## config.mk

```make
export PLATFORM = sky130hd
export DESIGN_NAME = lcd_shared_gpio_port
export DESIGN_NICKNAME = d
export VERILOG_FILES = /design/src/logic/lcd_port_pkg.sv /design/src/logic/lcd_shared_gpio_port.sv
export SDC_FILE = /design/constraint.sdc
export NUM_CORES = 1
export LEC_CHECK = 0
export ABC_AREA = 1
export ABC_CLOCK_PERIOD_IN_PS = 1200
export CORE_ASPECT_RATIO = 1.75
export CORE_MARGIN = 2
export CORE_UTILIZATION = 55
export CTS_BUF_LIST = sky130_fd_sc_hd__clkbuf_16
export CTS_CLUSTER_DIAMETER = 40
export DETAILED_ROUTE_END_ITERATION = 7
export DONT_BUFFER_PORTS = 1
export PLACE_DENSITY_LB_ADDON = 0.15
export SYNTH_ARGS = -nofsm -noshare
export SYNTH_HDL_FRONTEND = slang
export SYNTH_SLANG_ARGS = --single-unit
```

## constraint.sdc

```tcl
create_clock -name clk -period 1.2 [get_ports clk]
set_input_delay 0.18 -clock clk [delete_from_list [all_inputs] [get_ports clk]]
set_output_delay 0.18 -clock clk [all_outputs]
set_load 0.1 [all_outputs]
```

## src/logic/lcd_port_pkg.sv

```systemverilog
// package: register map, field positions, reset values and carriers for the shared port
package lcd_port_pkg;

    // ****************************************
    // register indices (word addresses)
    // ****************************************
    localparam int          ADDR_W          = 3;
    localparam logic [2:0]  OFS_PIN_LEVEL   = 3'h0;  // pin levels / latch write
    localparam logic [2:0]  OFS_LATCH       = 3'h1;  // output latch
    localparam logic [2:0]  OFS_DIRECTION   = 3'h2;  // direction, 1 = input
    localparam logic [2:0]  OFS_PULLUP_CTRL = 3'h3;  // pull-up control and aux bits
    localparam logic [2:0]  OFS_SEG_ENABLE  = 3'h4;  // segment enables

    // ****************************************
    // field positions
    // ****************************************
    localparam int          BIT_PORT_PU_DIS  = 7;    // this port's pull-up disable
    localparam int          BIT_OTHER_PU_DIS = 6;    // other port's pull-up disable
    localparam int          BIT_THIRD_PU_DIS = 5;    // third port's, stored but reads zero on small package
    localparam int          AUX_W            = 5;    // aux pin bits 4..0

    // ****************************************
    // values after reset
    // ****************************************
    localparam logic [7:0]  RST_LATCH       = 8'h00;
    localparam logic [7:0]  RST_DIRECTION   = 8'hff; // all inputs
    localparam logic [7:0]  RST_PULLUP_CTRL = 8'he0; // all pull-up disables set
    localparam logic [7:0]  RST_SEG_ENABLE  = 8'h00; // all digital
    localparam logic [7:0]  RD_ZERO         = 8'h00;

    // register bus request
    typedef struct packed {
        logic [ADDR_W-1:0] addr;
        logic [7:0]        wdata;
        logic              wr;
        logic              rd;
    } bus_req_t;

    // pin drive bundle
    typedef struct packed {
        logic [7:0] out;   // driven level
        logic [7:0] oe;    // digital drive enable
        logic [7:0] pu;    // weak pull-up enable
        logic [7:0] seg;   // pin handed to segment drive
    } pin_drive_t;

endpackage : lcd_port_pkg

```

## src/logic/lcd_shared_gpio_port.sv

```systemverilog
// eight-pin general-purpose port shared with lcd segment drives
//
// Notes on behaviour
// - eight pins, each input or output
// - direction and latch kept in registers
// - direction 0 drives latch, 1 is input
// - input pins read back through schmitt buffer
// - reset makes every pin an input
// - weak pull-ups, one global disable bit
// - pull-up off while pin is output
// - reset leaves pull-ups disabled
// - segment enable takes pin, digital off
// - segment bits map one to one
// - small package: bit 5 reads zero
`timescale 1ns/1ns
module lcd_shared_gpio_port
    import lcd_port_pkg::*;
#(
    parameter int  PIN_COUNT   = 8,   // pins on the port
    parameter bit  SMALL_PKG   = 1'b0 // 1 = 64-pin package
) (
    // clock and reset
    input  wire logic             clk,
    input  wire logic             rst,
    // register port
    input  wire logic [ADDR_W-1:0] regAddr,
    input  wire logic [7:0]       regWdata,
    input  wire logic             regWr,
    input  wire logic             regRd,
    output logic      [7:0]       regRdata,
    // pad side
    input  wire logic [7:0]       portPinIn,
    output logic      [7:0]       portPinOut,
    output logic      [7:0]       portPinOe,
    output logic      [7:0]       portPullupEn,
    output logic      [7:0]       segmentDriveSel,
    // aux pins sharing the pull-up control register
    input  wire logic [AUX_W-1:0] auxPinIn
);

    // ****************************************
    // elaboration check
    // ****************************************
    if (PIN_COUNT != 8) begin : g_bad_width
        $error("lcd_shared_gpio_port supports exactly eight pins");
    end

    // ****************************************
    // register map
    // ****************************************
    // index 0: pin levels on read, output latch on write
    // index 1: output latch, reads back the latch, not the pins
    // index 2: direction, one bit a pin, 1 = input
    // index 3: bit 7 this port's pull-up disable
    //          bits 6..5 other ports' pull-up disables, stored only
    //          bits 4..0 aux pin levels, read-only
    // index 4: segment enables, bit n takes pin n
    // indices 5..7: writes ignored, reads give zero
    //
    // timing: a write takes effect at the edge that samples it;
    // read data stand in the cycle after the strobe, zero otherwise;
    // pin levels pass one sample stage before they can be read
    // hazard: a pin read right after a direction change may still
    // show the level from before the change
    // limitation: the weak pull-up and the segment drive are only
    // selected here; the analog side sits outside the block

    // ****************************************
    // state
    // ****************************************
    bus_req_t   busReq;          // bundled bus request
    pin_drive_t drive;           // bundled pad drive
    logic [7:0] latch_ff;        // output latch
    logic [7:0] direction_ff;    // 1 = input
    logic [2:0] puDisable_ff;    // pull-up disables, bits 7..5
    logic [7:0] segEnable_ff;    // segment enables
    logic [7:0] pinSample_ff;    // sampled pin level
    logic [7:0] nxt_regRdata;    // read mux
    logic [7:0] pullupCtrlView;  // pull-up control as read

    assign busReq = '{addr: regAddr, wdata: regWdata, wr: regWr, rd: regRd};

    // register write decode
    // one comparison shared by every register write
    function automatic logic hit(input bus_req_t r, input logic [ADDR_W-1:0] ofs);
        hit = r.wr && (r.addr == ofs);
    endfunction : hit

    // latch: written from both the port and latch addresses
    // both indices alias one register, but the pin index reads back pin levels,
    // so a read-modify-write of it can smear input levels into the latch
    always_ff @(posedge clk or posedge rst) begin
        if (rst) begin
            latch_ff <= RST_LATCH;
        end else if (hit(busReq, OFS_PIN_LEVEL) || hit(busReq, OFS_LATCH)) begin
            latch_ff <= busReq.wdata;
        end
    end

    // direction register
    // reset leaves every pin an input so nothing drives the board
    always_ff @(posedge clk or posedge rst) begin
        if (rst) begin
            direction_ff <= RST_DIRECTION;
        end else if (hit(busReq, OFS_DIRECTION)) begin
            direction_ff <= busReq.wdata;
        end
    end

    // pull-up disable bits
    // bits 6..5 are stored for the other ports; bit 7 gates this port
    always_ff @(posedge clk or posedge rst) begin
        if (rst) begin
            puDisable_ff <= RST_PULLUP_CTRL[BIT_PORT_PU_DIS:BIT_THIRD_PU_DIS];
        end else if (hit(busReq, OFS_PULLUP_CTRL)) begin
            puDisable_ff <= busReq.wdata[BIT_PORT_PU_DIS:BIT_THIRD_PU_DIS];
        end
    end

    // segment enables
    // a set bit hands the pin to the segment drive at once
    always_ff @(posedge clk or posedge rst) begin
        if (rst) begin
            segEnable_ff <= RST_SEG_ENABLE;
        end else if (hit(busReq, OFS_SEG_ENABLE)) begin
            segEnable_ff <= busReq.wdata;
        end
    end

    // input sampling; segment pins read as zero
    // one stage only: inputs are taken as synchronous to clk
    always_ff @(posedge clk or posedge rst) begin
        if (rst) begin
            pinSample_ff <= RD_ZERO;
        end else begin
            pinSample_ff <= portPinIn & ~segEnable_ff;
        end
    end

    // ****************************************
    // pad drive
    // ****************************************
    // per-pin priority, highest first:
    //   segment enable  - pin belongs to the lcd, no drive, no pull-up
    //   direction 0     - pin drives its latch bit, pull-up off
    //   direction 1     - pin floats, pull-up on unless disabled
    // segment ownership wins over direction, direction over latch
    genvar gi;
    for (gi = 0; gi < 8; gi++) begin : g_pin
        // output only when digital and direction is 0
        assign drive.oe[gi]  = ~segEnable_ff[gi] & ~direction_ff[gi];
        assign drive.out[gi] = latch_ff[gi] & drive.oe[gi];
        // pull-up only for a digital input with global enable
        assign drive.pu[gi]  = ~puDisable_ff[2] & direction_ff[gi]
                               & ~segEnable_ff[gi];
        assign drive.seg[gi] = segEnable_ff[gi];
    end

    assign portPinOut      = drive.out;
    assign portPinOe       = drive.oe;
    assign portPullupEn    = drive.pu;
    assign segmentDriveSel = drive.seg;

    // ****************************************
    // read path
    // ****************************************
    // bit 5 is stored on both packages but hidden on the small one
    // the other two pull-up disable bits have no pads here; they are
    // kept so that software sees back what it wrote
    always_comb begin
        pullupCtrlView = {puDisable_ff[2], puDisable_ff[1],
                          puDisable_ff[0] & ~SMALL_PKG, auxPinIn};
    end

    // read mux on the index alone; the strobe picks the cycle
    always_comb begin
        nxt_regRdata = RD_ZERO;
        case (busReq.addr)
            OFS_PIN_LEVEL:   nxt_regRdata = pinSample_ff;
            OFS_LATCH:       nxt_regRdata = latch_ff;
            OFS_DIRECTION:   nxt_regRdata = direction_ff;
            OFS_PULLUP_CTRL: nxt_regRdata = pullupCtrlView;
            OFS_SEG_ENABLE:  nxt_regRdata = segEnable_ff;
            default:         nxt_regRdata = RD_ZERO;
        endcase
    end

    // read data stands only in the cycle after the strobe
    always_ff @(posedge clk or posedge rst) begin
        if (rst) begin
            regRdata <= RD_ZERO;
        end else if (busReq.rd) begin
            regRdata <= nxt_regRdata;
        end else begin
            regRdata <= RD_ZERO;
        end
    end

    // ****************************************
    // assertions
    // ****************************************
    // the properties watch the pad outputs, the read data and the registers;
    // reset-state checks run at the edge where reset is seen low
    property p_out_drive;
        @(posedge clk) disable iff (rst)
        portPinOe == (~direction_ff & ~segEnable_ff);
    endproperty
    a_out_drive: assert property (p_out_drive) else $error("oe mismatch");

    property p_seg_off;
        @(posedge clk) disable iff (rst)
        (segmentDriveSel & (portPinOe | portPullupEn)) == 8'h00;
    endproperty
    a_seg_off: assert property (p_seg_off) else $error("segment pin driven");

    property p_pu_out;
        @(posedge clk) disable iff (rst)
        (portPullupEn & portPinOe) == 8'h00;
    endproperty
    a_pu_out: assert property (p_pu_out) else $error("pull-up on output");

    property p_pu_dis;
        @(posedge clk) disable iff (rst)
        (regWr && regAddr == OFS_PULLUP_CTRL && regWdata[BIT_PORT_PU_DIS])
        |=> portPullupEn == 8'h00;
    endproperty
    a_pu_dis: assert property (p_pu_dis) else $error("pull-up not disabled");

    property p_latch_wr;
        @(posedge clk) disable iff (rst)
        (regWr && regAddr == OFS_PIN_LEVEL) |=> latch_ff == $past(regWdata);
    endproperty
    a_latch_wr: assert property (p_latch_wr) else $error("latch not written");

    property p_rd_in;
        @(posedge clk) disable iff (rst)
        (regRd && regAddr == OFS_PIN_LEVEL && !$past(rst))
        |=> regRdata == ($past(portPinIn, 2) & ~$past(segEnable_ff, 2));
    endproperty
    a_rd_in: assert property (p_rd_in) else $error("pin read wrong");

    property p_small;
        @(posedge clk) disable iff (rst)
        (SMALL_PKG && regRd && regAddr == OFS_PULLUP_CTRL) |=> !regRdata[5];
    endproperty
    a_small: assert property (p_small) else $error("bit 5 not zero");

    property p_reset_state;
        @(posedge clk)
        $fell(rst) |-> direction_ff == RST_DIRECTION && segEnable_ff == RST_SEG_ENABLE
            && portPullupEn == 8'h00;
    endproperty
    a_reset_state: assert property (p_reset_state) else $error("bad reset state");

    // a direction write lands at the edge that samples it
    property p_dir_wr;
        @(posedge clk) disable iff (rst)
        (regWr && regAddr == OFS_DIRECTION) |=> direction_ff == $past(regWdata);
    endproperty
    a_dir_wr: assert property (p_dir_wr) else $error("direction not written");

    // segment bit n of the write selects pin n
    property p_seg_wr;
        @(posedge clk) disable iff (rst)
        (regWr && regAddr == OFS_SEG_ENABLE) |=> segmentDriveSel == $past(regWdata);
    endproperty
    a_seg_wr: assert property (p_seg_wr) else $error("segment map wrong");

    // the latch index writes the same register as the pin index
    property p_latch_alias;
        @(posedge clk) disable iff (rst)
        (regWr && regAddr == OFS_LATCH) |=> latch_ff == $past(regWdata);
    endproperty
    a_latch_alias: assert property (p_latch_alias) else $error("latch alias lost");

    // the latch index reads the latch, whatever the pins show
    property p_latch_rd;
        @(posedge clk) disable iff (rst)
        (regRd && regAddr == OFS_LATCH) |=> regRdata == $past(latch_ff);
    endproperty
    a_latch_rd: assert property (p_latch_rd) else $error("latch read wrong");

    // direction reads back as written
    property p_dir_rd;
        @(posedge clk) disable iff (rst)
        (regRd && regAddr == OFS_DIRECTION) |=> regRdata == $past(direction_ff);
    endproperty
    a_dir_rd: assert property (p_dir_rd) else $error("direction read wrong");

    // with the global disable clear every digital input gets its pull-up
    property p_pu_on;
        @(posedge clk) disable iff (rst)
        !puDisable_ff[2] |-> portPullupEn == (direction_ff & ~segEnable_ff);
    endproperty
    a_pu_on: assert property (p_pu_on) else $error("pull-up missing");

    // the global disable turns all eight off together
    property p_pu_glob;
        @(posedge clk) disable iff (rst)
        puDisable_ff[2] |-> portPullupEn == 8'h00;
    endproperty
    a_pu_glob: assert property (p_pu_glob) else $error("pull-up left on");

    // a segment pin never shows up in the pin level read
    property p_seg_in;
        @(posedge clk) disable iff (rst)
        (regRd && regAddr == OFS_PIN_LEVEL) |=> (regRdata & $past(segEnable_ff, 2)) == 8'h00;
    endproperty
    a_seg_in: assert property (p_seg_in) else $error("segment pin read");

    // pull-ups come out of reset disabled
    property p_reset_pu;
        @(posedge clk)
        $fell(rst) |-> puDisable_ff == RST_PULLUP_CTRL[7:5] && portPullupEn == 8'h00;
    endproperty
    a_reset_pu: assert property (p_reset_pu) else $error("pull-up on after reset");

    // every pin comes out of reset as a digital port pin
    property p_reset_seg;
        @(posedge clk)
        $fell(rst) |-> segmentDriveSel == RST_SEG_ENABLE && latch_ff == RST_LATCH;
    endproperty
    a_reset_seg: assert property (p_reset_seg) else $error("segment on after reset");

    // the full package reads bit 5 back as stored
    property p_small_keep;
        @(posedge clk) disable iff (rst)
        (!SMALL_PKG && regRd && regAddr == OFS_PULLUP_CTRL)
        |=> regRdata[5] == $past(puDisable_ff[0]);
    endproperty
    a_small_keep: assert property (p_small_keep) else $error("bit 5 lost");

    // writes to unmapped indices change nothing
    property p_unmapped_wr;
        @(posedge clk) disable iff (rst)
        (regWr && regAddr > OFS_SEG_ENABLE)
        |=> $stable(latch_ff) && $stable(direction_ff) && $stable(segEnable_ff);
    endproperty
    a_unmapped_wr: assert property (p_unmapped_wr) else $error("unmapped write landed");

    // ****************************************
    // cover points
    // ****************************************
    c_out: cover property (@(posedge clk) disable iff (rst) portPinOe != 8'h00);
    c_seg: cover property (@(posedge clk) disable iff (rst) segmentDriveSel == 8'hff);
    c_pu:  cover property (@(posedge clk) disable iff (rst) portPullupEn != 8'h00);
    c_rd:  cover property (@(posedge clk) disable iff (rst)
        regRd && regAddr == OFS_PIN_LEVEL);
    c_pu_wr: cover property (@(posedge clk) disable iff (rst)
        regWr && regAddr == OFS_PULLUP_CTRL);

endmodule : lcd_shared_gpio_port

```

==> flow_summary.json, run 1 <==
{
  "status": "finished, violations left",
  "failed_checks": "negative hold slack, negative setup slack",
  "drt_iter0_markers": 343,
  "crit_fanout": 7,
  "startpoint_type": "register",
  "path_clk_slew_ps": 70,
  "worst_slack_ps": -330.7,
  "gp_congestion": 0.8570,
  "min_from": "portPinIn[6]",
  "maxSlewHeadroom": 0.5395,
  "synth-seq-area-share": 0.5219,
  "synth-main-ff-cell": "dfrtp_1",
  "wl_per_cell_um": 28.95,
  "layout-drive-gt1-share": 0.4379,
  "reg2regPathDepth": 5,
  "regToRegSetupSlack_ps": -190,
  "cp-end-kind": "primary output",
  "nets": 333,
  "hold-worst-slack_ps": -10.05,
  "r2r_start": "direction_ff[4]$_DFFE_PP1P_",
  "fin_crit_sh": 1.276,
  "vdd_drop_max_mv": 1.692,
  "ys_types": 19,
  "synth_top_cell_by_area": "dfrtp_1",
  "hold_viol_final": 3,
  "syn_area_um2": 2088,
  "syn_nets": 267,
  "holdPathStages": 2,
  "max_freq_mhz": 653.3,
  "h-tree-depth": 2,
  "gr-total-overflow": 0,
  "ys_ff_latch": 43,
  "firstDrtPassIters": 6,
  "fp.dieH_um": 85.52,
  "crit_type": "register to primary output",
  "worst_slew_pin_slew_ps": 689.0,
  "clk_latency_ps": 290,
  "dp_slack_ps": 27.23,
  "rsz0062_at_grt": "true",
  "area_growth_pct": 68.42,
  "antenna_found_initial": 0,
  "grt_pass1_wl_um": 12270,
  "rows": 29,
  "min_to": "pinSample_ff[6]$_DFF_PP0_",
  "grt_max_degree": 44,
  "ioPinCount": 68,
  "wl_um": 10190,
  "synth_edf_count": 0,
  "period_needed_ps": 1531,
  "slew_violations": 0,
  "required_ps": 1020,
  "timing.rr.end": "regRdata[4]$_DFF_PP0_",
  "skew_ps": 4.877,
  "die_w_um": 50.58,
  "arrival_ps": 1350,
  "clockBufferDepth": 2,
  "n_fill_cell": 66,
  "cts_tree": "built",
  "grt_pass1_vias": 2394,
  "initial_core_util": 0.5755,
  "pwr_density_cell_nw_per_um2": 2137,
  "root_buffer": "clkbuf_16",
  "max_cap_viol_count": 0,
  "yosysWarnings": 0,
  "io_buffer_count": 0,
  "drc": 0,
  "num_antenna_cells": 0,
  "synthTopCellsByArea": "dfrtp_1 38%, dfstp_2 14%, nand3_1 9.1%",
  "cts_inserted_buffers": 5,
  "synth_top_area_frac": 0.3835,
  "vias_per_cell": 7.128,
  "coreArea_um2": 3628,
  "leakage_nw": 1.599,
  "cts_num_sinks": 43,
  "synth_common_cells": "38 x nand3_1, 36 x nand2_1, 32 x dfrtp_1, 32 x nor2_1, 19 x o21ai_1",
  "hpwl_um": 4304,
  "grt_use_total": 0.3839,
  "min_path_type": "input pin to register",
  "utilization": 0.9693,
  "ant_nets": 0,
  "dieArea_um2": 4325,
  "dr_total_vias": 2509,
  "setup_viol": 36,
  "synth_most_common_cell": "nand3_1",
  "netlist_instances": 239,
  "async_flop_share": 1.000,
  "synth.avg_cell_area_um2": 8.737,
  "final.setup.tns_ps": -7085
}
## layout make-up
cell class                      instances  area [µm²]  area share
Tap cell                               46       57.56     0.01636
Clock inverter                          3       12.51    0.003557
Inverter                               21       81.33     0.02312
Clock buffer                            5       125.1     0.03557
Multi-Input combinational cell        165        1116      0.3173
Sequential cell                        43        1120      0.3184
Timing Repair Buffer                   69        1005      0.2857
## how the worst max path moves through the flow
stage,start,cells past startpoint,slack (ps),to
floorplan,segmentDriveSel[0]$_DFFE_PP0P_,1,-500,portPinOut[0]
global placement,puDisable_ff[2]$_DFFE_PP1P_,3,70,portPullupEn[0]
detailed placement,regAddr[0],4,30,segmentDriveSel[1]$_DFFE_PP0P_
CTS,segmentDriveSel[5]$_DFFE_PP0P_,2,-260,portPinOut[5]
global route,direction_ff[0]$_DFFE_PP1P_,2,-350,portPullupEn[0]
finish,segmentDriveSel[2]$_DFFE_PP0P_,2,-330,portPinOut[2]
## cell families after synthesis
logic type             count (synthesis)  synth area share
AND/OR/NAND/NOR                      138            0.3331
buffers and inverters                 31           0.06591
AO/OA/AOI/OAI                         27           0.07909
flip-flops                            43            0.5219
## worst max-delay path, stage by stage, from the launching register on
cell     delay (ps)
dfrtp_4         570
nor3b_4         270
buf_12          210
## what timing repair did
action                     in CTS  in global routing
pin swaps                       2                  8
hold buffers                    2                  0
setup endpoints to repair      32                 34
setup buffers                   6                  8
resized for setup              28                 19
hold endpoints to repair       33                  0
## layout by cell type (no fill, tap or decap), drive strengths merged
master | Yosys | layout
dfrtp | 32 | 32
nor3b | 16 | 16
o21ai | 27 | 27
clkbuf | 2 | 5
clkinv | 0 | 1
inv | 21 | 23
dlygate4sd3 | 0 | 2
nand2 | 36 | 36
nor2 | 35 | 35
nand3 | 40 | 40
buf | 8 | 67
dfstp | 11 | 11
nand4 | 11 | 11
## power breakdown
part / internal (W) / switching [W]
sequential: 0.00175 / 0.000342
combinational: 0.00146 / 0.00259
clock: 0.000755 / 0.000618
## metal layers
layer,vias up,wire (µm),global-route usage,part of all wire
met4,0,1041,0.2138,0.10
met3,107,1216,0.08188,0.12
li1,933,-,-,-
met2,300,5020,0.6639,0.49
met5,-,0,0,0
met1,1169,2910,0.4296,0.29
## state kept, by name (all words and copies together) (netlist names)
| name | flops |
|---|---|
| regRdata | 8 |
| direction_ff | 8 |
| puDisable_ff | 3 |
| latch_ff | 8 |
| segmentDriveSel | 8 |
| pinSample_ff | 8 |
## per-stage QoR
step	std cells	total power, W	instance area [µm²]
2_1_floorplan	239	0.004383	2322
3_3_place_gp	328	0.005408	3043
3_5_place_dp	328	0.005486	3043
4_1_cts	344	0.007005	3361
5_1_grt	352	0.007610	3517
6_report	352	0.007517	3517
No activity file was read; power rests on OpenSTA's default activity.
==> run 2: changes to the inputs <==
Settings changed: SETUP_SLACK_MARGIN set to 0.05.
==> run 2 against run 1 <==
Effect of this change: the run now fails in global routing (5_1_grt); synthesized area is the same; synthesized cell count is the same.
==> flow_summary.json, run 2 <==
{
  "status": "aborted with a tool error",
  "haltStage": "global routing (5_1_grt)",
  "firstError": "[ERROR DPL-0038] Utilization greater than 100%, impossible to legalize",
  "synth_common_cells": "38 x nand3_1, 36 x nand2_1, 32 x dfrtp_1, 32 x nor2_1, 19 x o21ai_1",
  "dp_slack_ps": 47.83,
  "initial_core_util": 0.5755,
  "synth_most_common_cell": "nand3_1",
  "die_w_um": 50.58,
  "root_buffer": "clkbuf_16",
  "synth.avg_cell_area_um2": 8.737,
  "rows": 29,
  "synthTopCellsByArea": "dfrtp_1 38%, dfstp_2 14%, nand3_1 9.1%",
  "cts_num_sinks": 43,
  "netlist_instances": 239,
  "gp_congestion": 0.9061,
  "synth-seq-area-share": 0.5219,
  "worstEpCategory": "primary output",
  "yosysWarnings": 0,
  "placed_cell_area_um2": 3057,
  "async_flop_share": 1.000,
  "grt_max_degree": 23,
  "cts_inserted_buffers": 5,
  "ys_ff_latch": 43,
  "h-tree-depth": 2,
  "synth_top_cell_by_area": "dfrtp_1",
  "synth-main-ff-cell": "dfrtp_1",
  "grt-worst-endpoint": "portPinOut[7]",
  "ioPinCount": 68,
  "synth_top_area_frac": 0.3835,
  "syn_area_um2": 2088,
  "ys_types": 19,
  "clockBufferDepth": 2,
  "fp.dieH_um": 85.52,
  "io_buffer_count": 0,
  "hpwl_um": 4543,
  "synth_edf_count": 0,
  "syn_nets": 267
}
[run 2: repair_timing]
item	CTS
endpoints found under the hold margin	15
gates resized for setup	39
hold buffers	4
buffers inserted	13
setup endpoints to repair	32
pin swaps	11
[run 2: through the flow]
stage                     setup TNS [ps]  hold WS, ps  cells    util
after floorplan                   -11720        173.9    239       -
after detailed placement               0        37.23    331  0.8424
after global placement                 0        33.64    331  0.8424
after CTS                          -5707        4.600    356  0.9634
[run 2: logic make-up after synthesis]
group,Yosys count,share of synthesized area
buf+inv,31,0.06591
simple gates,138,0.3331
compound gates,27,0.07909
flops,43,0.5219
==> run 3: changes to the inputs <==
Settings changed: ABC_CLOCK_PERIOD_IN_PS 1200 to 1600, CORE_ASPECT_RATIO 1.75 to unset, CORE_UTILIZATION 55 to 40, CTS_BUF_LIST sky130_fd_sc_hd__clkbuf_16 to unset, CTS_CLUSTER_DIAMETER 40 to unset, SETUP_SLACK_MARGIN 0.05 to unset.
Clock period 1.2 ns to 1.6 ns, I/O delays scaled along.
==> run 3 against run 2 <==
Effect of this change: the flow now finishes without violations.
==> flow_summary.json, run 3 (same netlist as run 1, synthesis figures left out) <==
{
  "dr_total_vias": 1849,
  "required_ps": 1360,
  "crit_fanout": 5,
  "multi_input_area_um2": 1061,
  "dieArea_um2": 5815,
  "initial_core_util": 0.4115,
  "h-tree-depth": 2,
  "crit_type": "register to primary output",
  "worst_slew_pin_slew_ps": 575.3,
  "setup_viol": 0,
  "nets": 318,
  "max_freq_mhz": 644.5,
  "pwr_density_cell_nw_per_um2": 1581,
  "drc": 0,
  "die_w_um": 76.26,
  "worst_slack_ps": 48.39,
  "final_common_cell": "nand3_1",
  "area_growth_pct": 52.97,
  "min_from": "portPinIn[3]",
  "arrival_ps": 1310,
  "drt_iter0_markers": 123,
  "placed_cell_area_um2": 2988,
  "coreArea_um2": 5075,
  "wl_per_cell_um": 15.78,
  "gp_congestion": 0.7512,
  "rsz0062_at_grt": "false",
  "cts_num_sinks": 43,
  "vias_per_cell": 5.122,
  "grt_pass1_vias": 1800,
  "vdd_drop_max_mv": 0.8120,
  "cts_tree": "built",
  "rows": 26,
  "max_cap_viol_count": 0,
  "grt_max_degree": 44,
  "wl_um": 5696,
  "antenna_found_initial": 0,
  "clk_latency_ps": 300,
  "min_path_type": "input pin to register",
  "slew_violations": 0,
  "hpwl_um": 3827,
  "cp-end-kind": "primary output",
  "leakage_nw": 1.449,
  "hold_viol_final": 0,
  "dp_slack_ps": 329.3,
  "ioPinCount": 68,
  "startpoint_type": "register",
  "num_antenna_cells": 0,
  "status": "finished clean",
  "final_cell_mix": "38 x nand3_1, 36 x nand2_1, 28 x buf_4",
  "ant_nets": 0,
  "clockBufferDepth": 2,
  "seq_area_um2": 1120,
  "root_buffer": "clkbuf_8",
  "hold-worst-slack_ps": 31.43,
  "fp.dieH_um": 76.26,
  "period_needed_ps": 1552,
  "layout-drive-gt1-share": 0.4089,
  "path_clk_slew_ps": 80,
  "r2r_start": "puDisable_ff[2]$_DFFE_PP1P_",
  "cts_inserted_buffers": 5,
  "firstDrtPassIters": 5,
  "maxSlewHeadroom": 0.6156,
  "grt_pass1_wl_um": 9639,
  "design_area_um2": 3194,
  "n_fill_cell": 439,
  "gr-total-overflow": 0,
  "io_buffer_count": 0,
  "utilization": 0.6294,
  "cp-startpoint": "direction_ff[6]$_DFFE_PP1P_",
  "fin_crit_sh": 0.9698,
  "skew_ps": 7.475,
  "grt_use_total": 0.2088
}
run 3: where the power goes:
group | switching (W) | internal, W
logic | 0.00171 | 0.000834
registers | 0.000201 | 0.00131
clock network | 0.000366 | 0.000624
run 3: timing repair:
action                                  in CTS  in global routing
gates resized for setup                      0                  1
endpoints found under the hold margin       32                  0
endpoints found under the setup margin       3                  7
setup buffers                                3                  5
hold buffers                                 1                  0
run 3: critical path, stage by stage (launching register included):
cell	delay, ps
dfstp_2	570
nor3b_4	230
buf_12	200
run 3: final cells by class:
| class | count | area share |
|---|---|---|
| Inverter | 21 | 0.02546 |
| Tap cell | 70 | 0.02742 |
| Sequential cell | 43 | 0.3506 |
| Clock inverter | 2 | 0.01880 |
| Timing Repair Buffer | 54 | 0.2229 |
| Multi-Input combinational cell | 165 | 0.3322 |
| Clock buffer | 6 | 0.02272 |
run 3: worst paths after layout:
kind                                             endpoint  slack [ps]  depth (start not counted)
setup / recovery                          portPullupEn[6]          50                          2
setup reg to reg                    regRdata[7]$_DFF_PP0_         490                          5
hold / removal                  pinSample_ff[3]$_DFF_PP0_          30                          2
min in group asynchronous  segmentDriveSel[6]$_DFFE_PP0P_         510                          3
max in group asynchronous  segmentDriveSel[0]$_DFFE_PP0P_         680                          3
hold reg to reg               puDisable_ff[0]$_DFFE_PP1P_         490                          2
run 3: through the flow:
stage	power [W]	setup TNS (ps)	std cells
after global routing	0.005233	0	361
after floorplan	0.003287	-3555	239
after detailed placement	0.004025	0	344
after CTS	0.005039	0	356
after global placement	0.004003	0	344
final	0.005050	0	361
run 3: metal layers:
| metal | up-vias | part of all wire | global-route usage |
|---|---|---|---|
| li1 | 901 | - | - |
| met1 | 873 | 0.45 | 0.2888 |
| met2 | 68 | 0.47 | 0.3212 |
| met3 | 7 | 0.058 | 0.06043 |
| met4 | 0 | 0.013 | 0.05818 |
| met5 | - | 0 | 0 |
==> run 4: changes to the inputs <==
Settings changed: ABC_AREA 1 to unset, CORE_AREA set to 2 2 63 65, CORE_MARGIN 2 to unset, CORE_UTILIZATION 40 to unset, DIE_AREA set to 0 0 65 67.
==> run 4 against run 3 <==
Effect of this change: fmax is 0.18% lower; clock power fell by 25%; die area down 25%; register-to-register slack lost 90 ps; core utilization is 15 points higher; cell count shrank 30%; critical path depth did not move; wire length fell by 12%; combinational power decreased by 7%; first-iteration DRC count fell by 57%; sequential power is 5% higher; global-route usage increased by 3.5 points; largest cell class unchanged; largest power group unchanged.
==> flow_summary.json, run 4 <==
{
  "status": "finished clean",
  "rsz0062_at_grt": "true",
  "setup_viol": 0,
  "nets": 230,
  "synth.avg_cell_area_um2": 13.26,
  "design_area_um2": 2808,
  "netlist_instances": 153,
  "final_common_cell": "buf_4",
  "syn_nets": 181,
  "cp-end-kind": "primary output",
  "wl_per_cell_um": 19.92,
  "slew_violations": 0,
  "gp_congestion": 0.8020,
  "required_ps": 1360,
  "synth_top_cell_by_area": "dfrtp_1",
  "placed_cell_area_um2": 2645,
  "yosysWarnings": 0,
  "startpoint_type": "register",
  "final.setup.tns_ps": 0,
  "vdd_drop_max_mv": 0.9521,
  "synth_top_area_frac": 0.3948,
  "clk_latency_ps": 290,
  "arrival_ps": 1310,
  "grt_pass1_wl_um": 7672,
  "min_path_type": "input pin to register",
  "max_freq_mhz": 643.3,
  "grt_use_total": 0.2434,
  "drc": 0,
  "ant_nets": 0,
  "synth-main-ff-cell": "dfrtp_1",
  "fp.dieH_um": 67,
  "vias_per_cell": 5.829,
  "clockBufferDepth": 2,
  "ioPinCount": 68,
  "pwr_density_cell_nw_per_um2": 1674,
  "async_flop_share": 1.000,
  "io_buffer_count": 0,
  "layout-drive-gt1-share": 0.6847,
  "die_w_um": 65,
  "max_cap_viol_count": 0,
  "synth_most_common_cell": "dfrtp_1",
  "initial_core_util": 0.5625,
  "crit_fanout": 4,
  "area_growth_pct": 38.43,
  "grt_max_degree": 25,
  "synth_edf_count": 0,
  "firstDrtPassIters": 4,
  "antenna_found_initial": 0,
  "gr-total-overflow": 0,
  "period_needed_ps": 1554,
  "num_antenna_cells": 0,
  "final_cell_mix": "39 x buf_4, 27 x mux2_2, 24 x dfrtp_1",
  "dieArea_um2": 4355,
  "ys_ff_latch": 43,
  "ys_types": 23,
  "synthTopCellsByArea": "dfrtp_1 39%, mux2_2 15%, dfstp_2 14%",
  "grt_pass1_vias": 1507,
  "dr_total_vias": 1463,
  "rows": 22,
  "synth_common_cells": "32 x dfrtp_1, 27 x mux2_2, 16 x a22oi_1, 11 x dfstp_2, 9 x nor2b_1",
  "fin_crit_sh": 0.9715,
  "cts_num_sinks": 43,
  "skew_ps": 2.674,
  "syn_area_um2": 2028,
  "cts_tree": "built",
  "worst_slew_pin_slew_ps": 750.1,
  "wl_um": 4999,
  "path_clk_slew_ps": 80,
  "maxSlewHeadroom": 0.4989,
  "root_buffer": "clkbuf_8",
  "synth-seq-area-share": 0.5373,
  "h-tree-depth": 2,
  "coreArea_um2": 3606,
  "drt_iter0_markers": 53,
  "leakage_nw": 1.182,
  "hpwl_um": 3496,
  "hold_viol_final": 0,
  "crit_type": "register to primary output",
  "cts_inserted_buffers": 5
}
## run 4: path summary, 6_finish.rpt
check | startpoint | to | slack [ps] | cells after the start
worst max-delay path | direction_ff[0]$_DFFE_PP1P_ | portPullupEn[0] | 50 | 2
worst min-delay path | portPinIn[7] | pinSample_ff[7]$_DFF_PP0_ | 80 | 1
worst max register to register | puDisable_ff[2]$_DFFE_PP1P_ | regRdata[7]$_DFF_PP0_ | 400 | 4
worst min register to register | latch_ff[0]$_DFFE_PP0P_ | latch_ff[0]$_DFFE_PP0P_ | 550 | 1
max in group asynchronous | rst | direction_ff[2]$_DFFE_PP1P_ | 580 | 3
min in group asynchronous | rst | regRdata[4]$_DFF_PP0_ | 440 | 2
## run 4: where the power goes
part | internal (W) | switching (W) | leakage [nW]
Clock | 0.000394 | 0.000352 | 0.0515
Sequential | 0.00135 | 0.000239 | 0.509
Combinational | 0.000706 | 0.00166 | 0.622
## run 4: cells by family (layout without fill, tap and decap cells)
group,count (synthesis),after routing,synth area share
and+or+nand+nor,42,42,0.1388
DFF,43,43,0.5373
buffers and inverters,8,58,0.03331
muxes,35,35,0.2091
AOI/OAI and AO/OA,25,25,0.08143
## run 4: timing repair
action / CTS / global route
endpoints found under the setup margin: 5 / 4
endpoints found under the hold margin: 16 / 0
gates resized for setup: 0 / 0
hold buffers: 1 / 0
buffers inserted: 2 / 5
## run 4: metal layers
layer | vias up | global-route usage | routed length (µm)
li1 | 647 | - | -
met1 | 731 | 0.2950 | 1785
met2 | 80 | 0.4201 | 2648
met3 | 5 | 0.05743 | 525
met4 | 0 | 0.09309 | 40
met5 | - | 0 | 0
## run 4: through the flow
| stage | utilization | setup slack [ps] | total power (W) | hold WS, ps | cells |
|---|---|---|---|---|---|
| 6_report | 0.7786 | 45.55 | 0.004699 | 81.12 | 251 |
| 5_1_grt | 0.7786 | -18.96 | 0.004858 | 74.49 | 251 |
| 4_1_cts | 0.7682 | 13.46 | 0.004673 | 80.65 | 246 |
| 3_5_place_dp | 0.7335 | 127.3 | 0.003913 | 192.5 | 235 |
| 3_3_place_gp | 0.7335 | 167.8 | 0.003874 | 185.7 | 235 |
| 2_1_floorplan | - | -259.6 | 0.003459 | 377.7 | 153 |
## run 4: layout make-up
class / count / area (µm²)
timing repair buffer: 49 / 483.0
sequential: 43 / 1120
clock buffer: 8 / 100.1
multi-input combinational: 102 / 1041
inverter: 1 / 3.754
tap: 48 / 60.06
fill: 239 / 798.3
## run 4: critical path, stage by stage (launching register included)
cell,delay (ps)
dfstp_2,580
nor3b_4,240
buf_12,200
